==> config.mk <==
export PLATFORM = sky130hd
export DESIGN_NAME = adc_input_select
export DESIGN_NICKNAME = d
export VERILOG_FILES = /design/src/logic/adc_sel_pkg.sv /design/src/logic/adc_input_select.sv
export SDC_FILE = /design/constraint.sdc
export NUM_CORES = 1
export LEC_CHECK = 0
export BUFFER_PORTS_ARGS = -buffer_cell sky130_fd_sc_hd__buf_2
export CAP_MARGIN = 15
export CORE_MARGIN = 2
export CORE_UTILIZATION = 40
export CTS_CLUSTER_SIZE = 24
export DETAILED_ROUTE_END_ITERATION = 12
export PLACE_DENSITY = 0.7
export SETUP_SLACK_MARGIN = 0.3
export SYNTH_ARGS = -nofsm -noshare
export SYNTH_HDL_FRONTEND = slang
export SYNTH_SLANG_ARGS = --single-unit
==> constraint.sdc <==
create_clock -name hclk -period 2.5 [get_ports hclk]
set_input_delay 0.25 -clock hclk [delete_from_list [all_inputs] [get_ports hclk]]
set_output_delay 0.25 -clock hclk [all_outputs]
set_load 0.03 [all_outputs]
==> src/logic/adc_sel_pkg.sv <==
package adc_sel_pkg;
  // register indices; byte address is four times the index
  localparam logic [5:0] IDX_POS_SEL  = 6'h0C;
  localparam logic [5:0] IDX_NEG_SEL  = 6'h0D;
  localparam logic [5:0] IDX_RESULT0  = 6'h10;
  localparam logic [5:0] IDX_RESULT1  = 6'h11;
  localparam logic [5:0] IDX_RESULT2  = 6'h12;
  localparam logic [5:0] IDX_RESULT3  = 6'h13;
  localparam logic [5:0] IDX_SAMPLE_L = 6'h14;
  localparam logic [5:0] IDX_SAMPLE_H = 6'h15;
  localparam logic [5:0] IDX_CONTROL  = 6'h0A;
  // selector fields
  localparam int         ROUTE_LSB    = 6;
  localparam int         ROUTE_MSB    = 7;
  localparam int         CODE_MSB     = 5;
  localparam logic [1:0] ROUTE_DIRECT = 2'h0;
  localparam logic [1:0] ROUTE_AMP    = 2'h1;
  // control register fields
  localparam int         START_LSB    = 0;
  localparam int         START_MSB    = 2;
  localparam int         DIFFERENTIAL_SELECT_BIT     = 7;
  localparam int         AMP_EN_BIT   = 8;
  localparam int         LOW_LATENCY_KEEP_ON_BIT   = 9;
  localparam logic [2:0] START_ON_POS = 3'h2;
  localparam logic [2:0] START_ON_NEG = 3'h3;
  // source codes
  localparam logic [5:0] CODE_GND0    = 6'h00;
  localparam logic [5:0] CODE_GND1    = 6'h30;
  localparam logic [5:0] CODE_SUPPLY  = 6'h31;
  localparam logic [5:0] CODE_TEMP    = 6'h32;
  localparam logic [5:0] CODE_DACREF  = 6'h33;
  localparam logic [5:0] POS_PIN_MAX  = 6'h0F;
  localparam logic [5:0] NEG_PIN_MAX  = 6'h07;
  // reset values
  localparam logic [7:0]  SEL_RESET    = 8'h00;
  localparam logic [31:0] RESULT_RESET = 32'h0000_0000;
  localparam logic [15:0] SAMPLE_RESET = 16'h0000;

  typedef enum logic [2:0] {
    SRC_GROUND,
    SRC_PIN,
    SRC_SUPPLY_TENTH,
    SRC_TEMPERATURE,
    SRC_DAC_REFERENCE,
    SRC_RESERVED
  } src_kind_t;
endpackage

==> src/logic/adc_input_select.sv <==
// Functional notes
// - route code 0 connects inputs directly, 1 via amplifier, others reserved.
// - one shared route field, written through either selector register.
// - positive codes: ground, pins 1-15, supply tenth, temperature, dac reference.
// - negative codes: ground, pins 1-7, supply tenth, dac reference only.
// - both selectors fully read/write, reset to zero.
// - 32-bit read-only result in four bytes from base, reset zero.
// - result byte n sits at base plus 4n, byte 3 holds top bits.
// - 16-bit read-only latest sample, reset zero.
// - sample low byte at base, high byte at base plus four.
// - differential clear uses positive only unsigned; set uses both, signed.
// - start field 2 starts on positive write, 3 on negative write.
// - sample updates per conversion; result takes accumulated value.
// - amplifier powered only when enabled and either routed through it or low latency set.
module adc_input_select #(
  parameter int ADDR_W = 8
) (
  input  wire logic                     hclk,
  input  wire logic                     hresetn,
  input  wire logic                     hsel,
  input  wire logic [ADDR_W-1:0]        haddr,
  input  wire logic [1:0]               htrans,
  input  wire logic                     hwrite,
  input  wire logic [2:0]               hsize,
  input  wire logic [31:0]              hwdata,
  input  wire logic                     hready,
  output logic      [31:0]              hrdata,
  output logic                          hreadyout,
  output logic                          hresp,
  input  wire logic                     sample_valid,
  input  wire logic [15:0]              sample_in,
  input  wire logic                     result_valid,
  input  wire logic [31:0]              result_in,
  output logic                          start_conversion,
  output logic                          differential_mode,
  output logic                          signed_result,
  output logic [5:0]                    pos_code,
  output logic [5:0]                    neg_code,
  output adc_sel_pkg::src_kind_t        pos_kind,
  output adc_sel_pkg::src_kind_t        neg_kind,
  output logic [3:0]                    pos_pin,
  output logic [3:0]                    neg_pin,
  output logic                          route_via_amp,
  output logic                          route_reserved,
  output logic                          amp_power_on
);
  import adc_sel_pkg::*;

  logic [7:0]  pos_sel_reg;
  logic [7:0]  neg_sel_reg;
  logic [1:0]  route_reg;
  logic [1:0]  route_next;
  logic [5:0]  pos_next;
  logic [5:0]  neg_next;
  logic [9:0]  ctrl_reg;
  logic [9:0]  ctrl_next;
  logic [31:0] result_reg;
  logic [15:0] sample_reg;
  logic [23:0] result_hold_reg;
  logic [7:0]  sample_hold_reg;
  logic        wr_pend_reg;
  logic [5:0]  wr_idx_reg;
  logic [31:0] hrdata_reg;
  logic        start_reg;
  logic        addr_take;
  logic [5:0]  addr_idx;
  logic        wr_pos;
  logic        wr_neg;
  logic        wr_ctrl;

  // pin sources map to the pin number, anything else to zero
  function automatic logic [3:0] pin_of(input logic [5:0] code,
                                        input logic [5:0] pin_max);
    pin_of = (code != CODE_GND0 && code <= pin_max) ? code[3:0] : 4'h0;
  endfunction

  // source class of a selector code; negative side has no temperature
  function automatic src_kind_t kind_of(input logic [5:0] code,
                                        input logic       is_neg);
    if (code == CODE_GND0 || code == CODE_GND1)
      kind_of = SRC_GROUND;
    else if (code <= (is_neg ? NEG_PIN_MAX : POS_PIN_MAX))
      kind_of = SRC_PIN;
    else if (code == CODE_SUPPLY)
      kind_of = SRC_SUPPLY_TENTH;
    else if (code == CODE_TEMP && !is_neg)
      kind_of = SRC_TEMPERATURE;
    else if (code == CODE_DACREF)
      kind_of = SRC_DAC_REFERENCE;
    else
      kind_of = SRC_RESERVED;
  endfunction

  // address phase decode; single-cycle slave so hready is ours
  assign addr_take = hsel && htrans[1] && hready;
  assign addr_idx  = haddr[7:2];
  assign wr_pos    = wr_pend_reg && wr_idx_reg == IDX_POS_SEL;
  assign wr_neg    = wr_pend_reg && wr_idx_reg == IDX_NEG_SEL;
  assign wr_ctrl   = wr_pend_reg && wr_idx_reg == IDX_CONTROL;

  always_ff @(posedge hclk or negedge hresetn) begin
    if (!hresetn) begin
      wr_pend_reg <= 1'b0;
      wr_idx_reg  <= 6'h00;
    end else begin
      wr_pend_reg <= addr_take && hwrite;
      wr_idx_reg  <= addr_idx;
    end
  end

  // next values include the write in its data phase, so a read right
  // behind a write already sees the new value
  always_comb begin
    route_next = route_reg;
    pos_next   = pos_sel_reg[CODE_MSB:0];
    neg_next   = neg_sel_reg[CODE_MSB:0];
    ctrl_next  = ctrl_reg;
    if (wr_pos || wr_neg)
      route_next = hwdata[ROUTE_MSB:ROUTE_LSB];
    if (wr_pos)
      pos_next = hwdata[CODE_MSB:0];
    if (wr_neg)
      neg_next = hwdata[CODE_MSB:0];
    if (wr_ctrl)
      ctrl_next = hwdata[9:0];
  end

  // selector storage; the route field lives once, shown in both
  always_ff @(posedge hclk or negedge hresetn) begin
    if (!hresetn) begin
      pos_sel_reg <= SEL_RESET;
      neg_sel_reg <= SEL_RESET;
      route_reg   <= SEL_RESET[ROUTE_MSB:ROUTE_LSB];
      ctrl_reg    <= 10'h000;
    end else begin
      pos_sel_reg <= {2'h0, pos_next};
      neg_sel_reg <= {2'h0, neg_next};
      route_reg   <= route_next;
      ctrl_reg    <= ctrl_next;
    end
  end

  // write-triggered start; uses the start field before this write
  always_ff @(posedge hclk or negedge hresetn) begin
    if (!hresetn)
      start_reg <= 1'b0;
    else
      start_reg <= (wr_pos && ctrl_reg[START_MSB:START_LSB] == START_ON_POS)
                || (wr_neg && ctrl_reg[START_MSB:START_LSB] == START_ON_NEG);
  end

  // conversion data from the core; result only on accumulation end
  always_ff @(posedge hclk or negedge hresetn) begin
    if (!hresetn) begin
      sample_reg <= SAMPLE_RESET;
      result_reg <= RESULT_RESET;
    end else begin
      if (sample_valid)
        sample_reg <= sample_in;
      if (result_valid)
        result_reg <= result_in;
    end
  end

  // low-byte read freezes the upper bytes so a new conversion in
  // between cannot tear a multi-byte read
  always_ff @(posedge hclk or negedge hresetn) begin
    if (!hresetn) begin
      result_hold_reg <= RESULT_RESET[31:8];
      sample_hold_reg <= SAMPLE_RESET[15:8];
    end else if (addr_take && !hwrite) begin
      if (addr_idx == IDX_RESULT0)
        result_hold_reg <= result_reg[31:8];
      if (addr_idx == IDX_SAMPLE_L)
        sample_hold_reg <= sample_reg[15:8];
    end
  end

  // read data registered at the address phase edge
  always_ff @(posedge hclk or negedge hresetn) begin
    if (!hresetn)
      hrdata_reg <= 32'h0000_0000;
    else if (addr_take && !hwrite) begin
      unique case (addr_idx)
        IDX_POS_SEL:  hrdata_reg <= {24'h0, route_next, pos_next};
        IDX_NEG_SEL:  hrdata_reg <= {24'h0, route_next, neg_next};
        IDX_CONTROL:  hrdata_reg <= {22'h0, ctrl_next};
        IDX_RESULT0:  hrdata_reg <= {24'h0, result_reg[7:0]};
        IDX_RESULT1:  hrdata_reg <= {24'h0, result_hold_reg[7:0]};
        IDX_RESULT2:  hrdata_reg <= {24'h0, result_hold_reg[15:8]};
        IDX_RESULT3:  hrdata_reg <= {24'h0, result_hold_reg[23:16]};
        IDX_SAMPLE_L: hrdata_reg <= {24'h0, sample_reg[7:0]};
        IDX_SAMPLE_H: hrdata_reg <= {24'h0, sample_hold_reg};
        default:      hrdata_reg <= 32'h0000_0000; // unmapped reads zero
      endcase
    end
  end

  assign hrdata    = hrdata_reg;
  assign hreadyout = 1'b1;
  assign hresp     = 1'b0;

  // analog side controls
  assign start_conversion  = start_reg;
  assign differential_mode = ctrl_reg[DIFFERENTIAL_SELECT_BIT];
  assign signed_result     = ctrl_reg[DIFFERENTIAL_SELECT_BIT];
  assign pos_code          = pos_sel_reg[CODE_MSB:0];
  // negative input parked at ground in single-ended mode
  assign neg_code = ctrl_reg[DIFFERENTIAL_SELECT_BIT] ? neg_sel_reg[CODE_MSB:0]
                                       : CODE_GND0;
  assign pos_kind          = kind_of(pos_sel_reg[CODE_MSB:0], 1'b0);
  assign neg_kind          = ctrl_reg[DIFFERENTIAL_SELECT_BIT]
                           ? kind_of(neg_sel_reg[CODE_MSB:0], 1'b1)
                           : SRC_GROUND;
  assign pos_pin           = pin_of(pos_sel_reg[CODE_MSB:0], POS_PIN_MAX);
  assign neg_pin           = ctrl_reg[DIFFERENTIAL_SELECT_BIT]
                           ? pin_of(neg_sel_reg[CODE_MSB:0], NEG_PIN_MAX)
                           : 4'h0;
  assign route_via_amp     = route_reg == ROUTE_AMP;
  assign route_reserved    = route_reg != ROUTE_AMP
                          && route_reg != ROUTE_DIRECT;
  // low latency trades power for skipping amplifier start-up
  assign amp_power_on = ctrl_reg[AMP_EN_BIT]
                     && (route_via_amp || ctrl_reg[LOW_LATENCY_KEEP_ON_BIT]);

  route_shared_a: assert property (@(posedge hclk) disable iff (!hresetn)
    (wr_pos || wr_neg) |=> route_reg == $past(hwdata[7:6]))
    else $error("route field not shared across selectors");

  start_pos_a: assert property (@(posedge hclk) disable iff (!hresetn)
    (wr_pos && ctrl_reg[2:0] == 3'h2) |=> start_conversion ##1
      (!start_conversion || $past(wr_pos || wr_neg)))
    else $error("positive write did not start conversion");

  start_neg_a: assert property (@(posedge hclk) disable iff (!hresetn)
    (wr_neg && ctrl_reg[2:0] == 3'h3) |=> start_conversion)
    else $error("negative write did not start conversion");

  start_cause_a: assert property (@(posedge hclk) disable iff (!hresetn)
    start_conversion |-> $past(wr_pos && ctrl_reg[2:0] == 3'h2)
      || $past(wr_neg && ctrl_reg[2:0] == 3'h3))
    else $error("start without triggering write");

  sample_update_a: assert property (@(posedge hclk) disable iff (!hresetn)
    sample_valid |=> sample_reg == $past(sample_in))
    else $error("sample not updated");

  result_stable_a: assert property (@(posedge hclk) disable iff (!hresetn)
    !result_valid |=> $stable(result_reg))
    else $error("result changed without accumulation end");

  hold_coherent_a: assert property (@(posedge hclk) disable iff (!hresetn)
    (addr_take && !hwrite && addr_idx == 6'h10) ##1 !hwrite
      |-> result_hold_reg == $past(result_reg[31:8]))
    else $error("result hold not captured");

  amp_power_a: assert property (@(posedge hclk) disable iff (!hresetn)
    amp_power_on |-> ctrl_reg[8] && (route_reg == 2'h1 || ctrl_reg[9]))
    else $error("amplifier powered when not routed");

  neg_temp_a: assert property (@(posedge hclk) disable iff (!hresetn)
    (neg_sel_reg[5:0] == 6'h32 && differential_mode)
      |-> neg_kind == SRC_RESERVED)
    else $error("temperature accepted on negative input");

  single_ended_a: assert property (@(posedge hclk) disable iff (!hresetn)
    !differential_mode |-> neg_code == 6'h00 && !signed_result)
    else $error("negative input used in single-ended mode");

  pos_pin_a: assert property (@(posedge hclk) disable iff (!hresetn)
    (pos_sel_reg[5:0] >= 6'h01 && pos_sel_reg[5:0] <= 6'h0F)
      |-> pos_kind == SRC_PIN && pos_pin == pos_sel_reg[3:0])
    else $error("positive pin code misdecoded");

  // zero wait states and OKAY only; a master never stalls on us
  bus_okay_a: assert property (@(posedge hclk) disable iff (!hresetn)
    hreadyout && !hresp)
    else $error("bus answer not ready or not okay");

  pos_write_a: assert property (@(posedge hclk) disable iff (!hresetn)
    wr_pos |=> pos_code == $past(hwdata[5:0]))
    else $error("positive selector write lost");

  neg_write_a: assert property (@(posedge hclk) disable iff (!hresetn)
    wr_neg |=> neg_sel_reg[5:0] == $past(hwdata[5:0]))
    else $error("negative selector write lost");

  route_hold_a: assert property (@(posedge hclk) disable iff (!hresetn)
    !(wr_pos || wr_neg) |=> $stable(route_reg))
    else $error("route field changed without selector write");

  route_rsv_a: assert property (@(posedge hclk) disable iff (!hresetn)
    route_reg[1] |-> route_reserved && !route_via_amp)
    else $error("reserved route not flagged");

  route_direct_a: assert property (@(posedge hclk) disable iff (!hresetn)
    route_reg == 2'h0 |-> !route_via_amp && !route_reserved)
    else $error("direct route misdecoded");

  amp_kept_a: assert property (@(posedge hclk) disable iff (!hresetn)
    (ctrl_reg[8] && ctrl_reg[9]) |-> amp_power_on)
    else $error("amplifier not kept on in low latency");

  amp_routed_a: assert property (@(posedge hclk) disable iff (!hresetn)
    (ctrl_reg[8] && route_reg == 2'h1) |-> amp_power_on)
    else $error("amplifier off while routed through it");

  differential_select_mode_a: assert property (@(posedge hclk) disable iff (!hresetn)
    differential_mode |-> signed_result && neg_code == neg_sel_reg[5:0])
    else $error("differential mode not using negative input");

  pos_temp_a: assert property (@(posedge hclk) disable iff (!hresetn)
    pos_sel_reg[5:0] == 6'h32 |-> pos_kind == SRC_TEMPERATURE)
    else $error("temperature code misdecoded");

  pos_gnd_a: assert property (@(posedge hclk) disable iff (!hresetn)
    pos_sel_reg[5:0] == 6'h30 |-> pos_kind == SRC_GROUND && pos_pin == 4'h0)
    else $error("ground code misdecoded");

  neg_pin_a: assert property (@(posedge hclk) disable iff (!hresetn)
    (differential_mode && neg_sel_reg[5:0] >= 6'h01
      && neg_sel_reg[5:0] <= 6'h07)
      |-> neg_kind == SRC_PIN && neg_pin == neg_sel_reg[3:0])
    else $error("negative pin code misdecoded");

  result_load_a: assert property (@(posedge hclk) disable iff (!hresetn)
    result_valid |=> result_reg == $past(result_in))
    else $error("result not loaded");

  // read data stands one cycle after the address edge
  result_byte_a: assert property (@(posedge hclk) disable iff (!hresetn)
    (addr_take && !hwrite && addr_idx == 6'h10)
      |=> hrdata == {24'h0, $past(result_reg[7:0])})
    else $error("result low byte read wrong");

  sample_low_a: assert property (@(posedge hclk) disable iff (!hresetn)
    (addr_take && !hwrite && addr_idx == 6'h14)
      |=> hrdata == {24'h0, $past(sample_reg[7:0])})
    else $error("sample low byte read wrong");

  sample_hold_a: assert property (@(posedge hclk) disable iff (!hresetn)
    (addr_take && !hwrite && addr_idx == 6'h14)
      |=> sample_hold_reg == $past(sample_reg[15:8]))
    else $error("sample hold not captured");
endmodule

==> metrics.txt <==
DR vias/cell=roughly 5.3; CTS Buf Count=17; commonest non-fill, non-tap cell in the layout=dfrtp_1; element type at the critical path end=primary output; hold_sp=haddr[6]; Worst Tran Pin Value=between 0.7 and 0.8 ns; Final ANT Viol Nets=0; startpoint types=flip-flop; Post CTS Setup Buffer Count=0; post-placement cell count=~750; CTS tree=done; Max Slew Vio Count=0; switch share=roughly a quarter; status=completed; Slew headroom=52.2%; Max Fclk=between 400 and 500 MHz; via count=between 4000 and 5000; highest-count cells in the layout ignoring fill and taps=122 x dfrtp_1, 111 x buf_2, 68 x mux2_2; Routed met1 length=about 5700 µm; Hold/Removal Path Class=in2reg; RePlAce Congestion=0.848; final net count=~700; met2 WL post-DR=6570 µm; gr ovfl total=0; Tot Pwr=a little under 5000 µW; CP Cell Sequence=nor2_1, a21boi_0, a2111o_1, buf_2; end-of-flow core utilization=49.2%; Post-Route Skew=between 0.006 and 0.007 ns; Clock Pin Slew Worst Setup and Hold Paths=0.05 ns; Internal=around 3700 µW; Psw=1140 µW; RSZ-0062 raised after global routing=no; largest net degree at the start of global routing=48; die area=15800 µm²; Final Instance Count excl. Fillers=just under 800; Cell variety after synth=roughly 50; Top FF cell, synth=dfrtp_1; clk sink count=between 100 and 150; fraction of layout cells with a size suffix above 1=a little under half; Pwr Density=about 670 nW/µm²; Arr. time, crit path=1.76 ns; Iter 0 DRT Violations=roughly 220; worst-skew pair later-pin latency=approximately 0.41 ns; Post-synth EDFFs=0; Slowest Stage Delay on Critical Path=~0.44 ns; worst flop-to-flop path startpoint=wr_idx_reg[5]$_DFF_PN0_; Gate Count Post-Synth=around 470; period utilisation layout=between 80% and 90%; Hold Crit Depth=1; H-tree depth=4; critical path class=reg2out; slowest CP cell=dfrtp_1; max cap viols=0; core area=about 14000 µm²; Setup violations, final=0; clock root buffer=clkbuf_16; async set-reset flop share out of synthesis=100%; Crit. Startpoint=pos_sel_reg[5]$_DFF_PN0_; fin worst setup slack=approximately 0.49 ns; met3 WL=between 900 and 1000 µm; synthesized cell area=5920 µm²; initial core utilization=about two fifths; die height=126 µm; CP required=roughly 2.3 ns; Reg power frac=45.3%; power share of the combinational group=10.5%; clock share of power=between 40 and 50%; detailed-route DRC error count=0; Final Hold Fails=0; first-pass GRT wire length=approximately 22000 µm; Reg2Reg Depth=5; Yosys warnings=0; vias in the first global route=~4200; router iterations before antenna repair=4; die width=126 µm; initial antenna violation count=2; critical-path maximum fanout=5; global-route usage over all layers=between 10% and 20%; max reg flops=32; Wirelength per Cell=17.2 µm; Syn-to-layout area delta=20.2%; fin crit period=2.01 ns; Setup Slack @ Placement=around 0.47 ns; Port-buffer cells=around 110; row cnt=44; Boundary Pins=between 150 and 200; setup_tns=0 ns; Seq/Total Area, Yosys=about half; clk buf depth=2; DP Wirelength=about 9700 µm; top sig layer=met5; Yosys reg bits=roughly 120; Avg Cell Area, Syn=12.7 µm²; Routed Wire Length=13400 µm; VDD IR max=roughly 0.00047 V; leakage power=about 0.0036 µW
## final timing paths
check	endpoint	slack [ns]
setup / recovery	pos_kind[0]	0.49
hold / removal	wr_idx_reg[4]$_DFF_PN0_	0.03
setup reg to reg	hrdata[1]$_DFFE_PN0P_	0.65
hold reg to reg	sample_hold_reg[6]$_DFFE_PN0P_	0.50
max in group asynchronous	route_reg[1]$_DFF_PN0_	1.28
min in group asynchronous	result_reg[19]$_DFFE_PN0P_	0.39
## Yosys cell counts, drive strengths merged (2+ instances only)
cell type / count / area, µm²
and3: 20 / 125
a21boi: 20 / 150
nand4bb: 2 / 22.5
mux2i: 4 / 40.0
mux4: 6 / 135
o41ai: 2 / 17.5
a22oi: 6 / 45.0
a21oi: 4 / 20.0
nor2: 8 / 30.0
a221oi: 6 / 52.6
or2: 23 / 144
inv: 4 / 15.0
o21ai: 22 / 110
a41oi: 6 / 52.6
mux2: 88 / 1070
nand2: 7 / 26.3
a211oi: 2 / 15.0
buf: 35 / 279
xnor2: 3 / 26.3
nor4: 3 / 18.8
nor3b: 3 / 22.5
a311oi: 3 / 26.3
nor2b: 2 / 12.5
o21a: 4 / 30.0
dfrtp: 122 / 3050
a32oi: 2 / 17.5
conb: 2 / 7.51
and2: 15 / 93.8
a31o: 2 / 17.5
clkbuf: 16 / 60.1
nor3: 8 / 40.0
nand3b: 2 / 15.0
nand2b: 4 / 25.0
## kinds of logic (layout without fill, tap and decap cells)
group                     after synthesis  in the layout  share of synthesized area (%)
other                                   2             26                          0.127
buffers and inverters                  55            159                           5.98
xor gates and xnor gates                3              3                          0.444
and+or+nand+nor                       106            106                           11.1
AOI/OAI and AO/OA                      82             82                           9.89
DFF                                   122            122                           51.5
muxes                                  98             98                           21.0
## worst max-delay path, delay by kind of cell, from the launching register on
kind            cells  cell delay [ns]
compound gates      2             0.47
flops               1             0.44
simple gates        1             0.25
buf+inv             1             0.18
## per-layer routing
layer,up-vias,track usage (%)
li1,1898,-
met1,2073,21.9
met2,147,29.1
met3,15,5.90
met4,2,7.52
met5,-,0
## per-stage QoR
stage / cell area (µm²) / hold WS [ns]
after floorplan: 6020 / -0.0456
after global placement: 6600 / 0.279
after detailed placement: 6600 / 0.290
after CTS: 7120 / 0.00640
after global routing: 7120 / 0.00926
final: 7120 / 0.0294
## power groups by stage
stage / Combinational (µW) / Clock (µW) / Sequential [µW]
finish: 502 / 2130 / 2180
global route: 548 / 2290 / 2190
global placement: 492 / 0 / 2200
CTS: 509 / 2180 / 2180
floorplan: 333 / 0 / 2200
detailed placement: 505 / 0 / 2210
## layout make-up
cell class | count | area (µm²)
flip-flops and latches | 122 | 3050
diodes | 1 | 2.50
clock inverters | 3 | 15.0
fillers | 1300 | 7360
multi-input cells | 314 | 2620
clock buffers | 26 | 499
repair buffers | 126 | 683
inverters | 4 | 15.0
well taps | 184 | 230
## what timing repair did
| item | in CTS | in global routing |
|---|---|---|
| gates resized for setup | 0 | 0 |
| hold buffers | 1 | 0 |
| hold endpoints to repair | 45 | 0 |
Power figures use the tool's default switching activity.
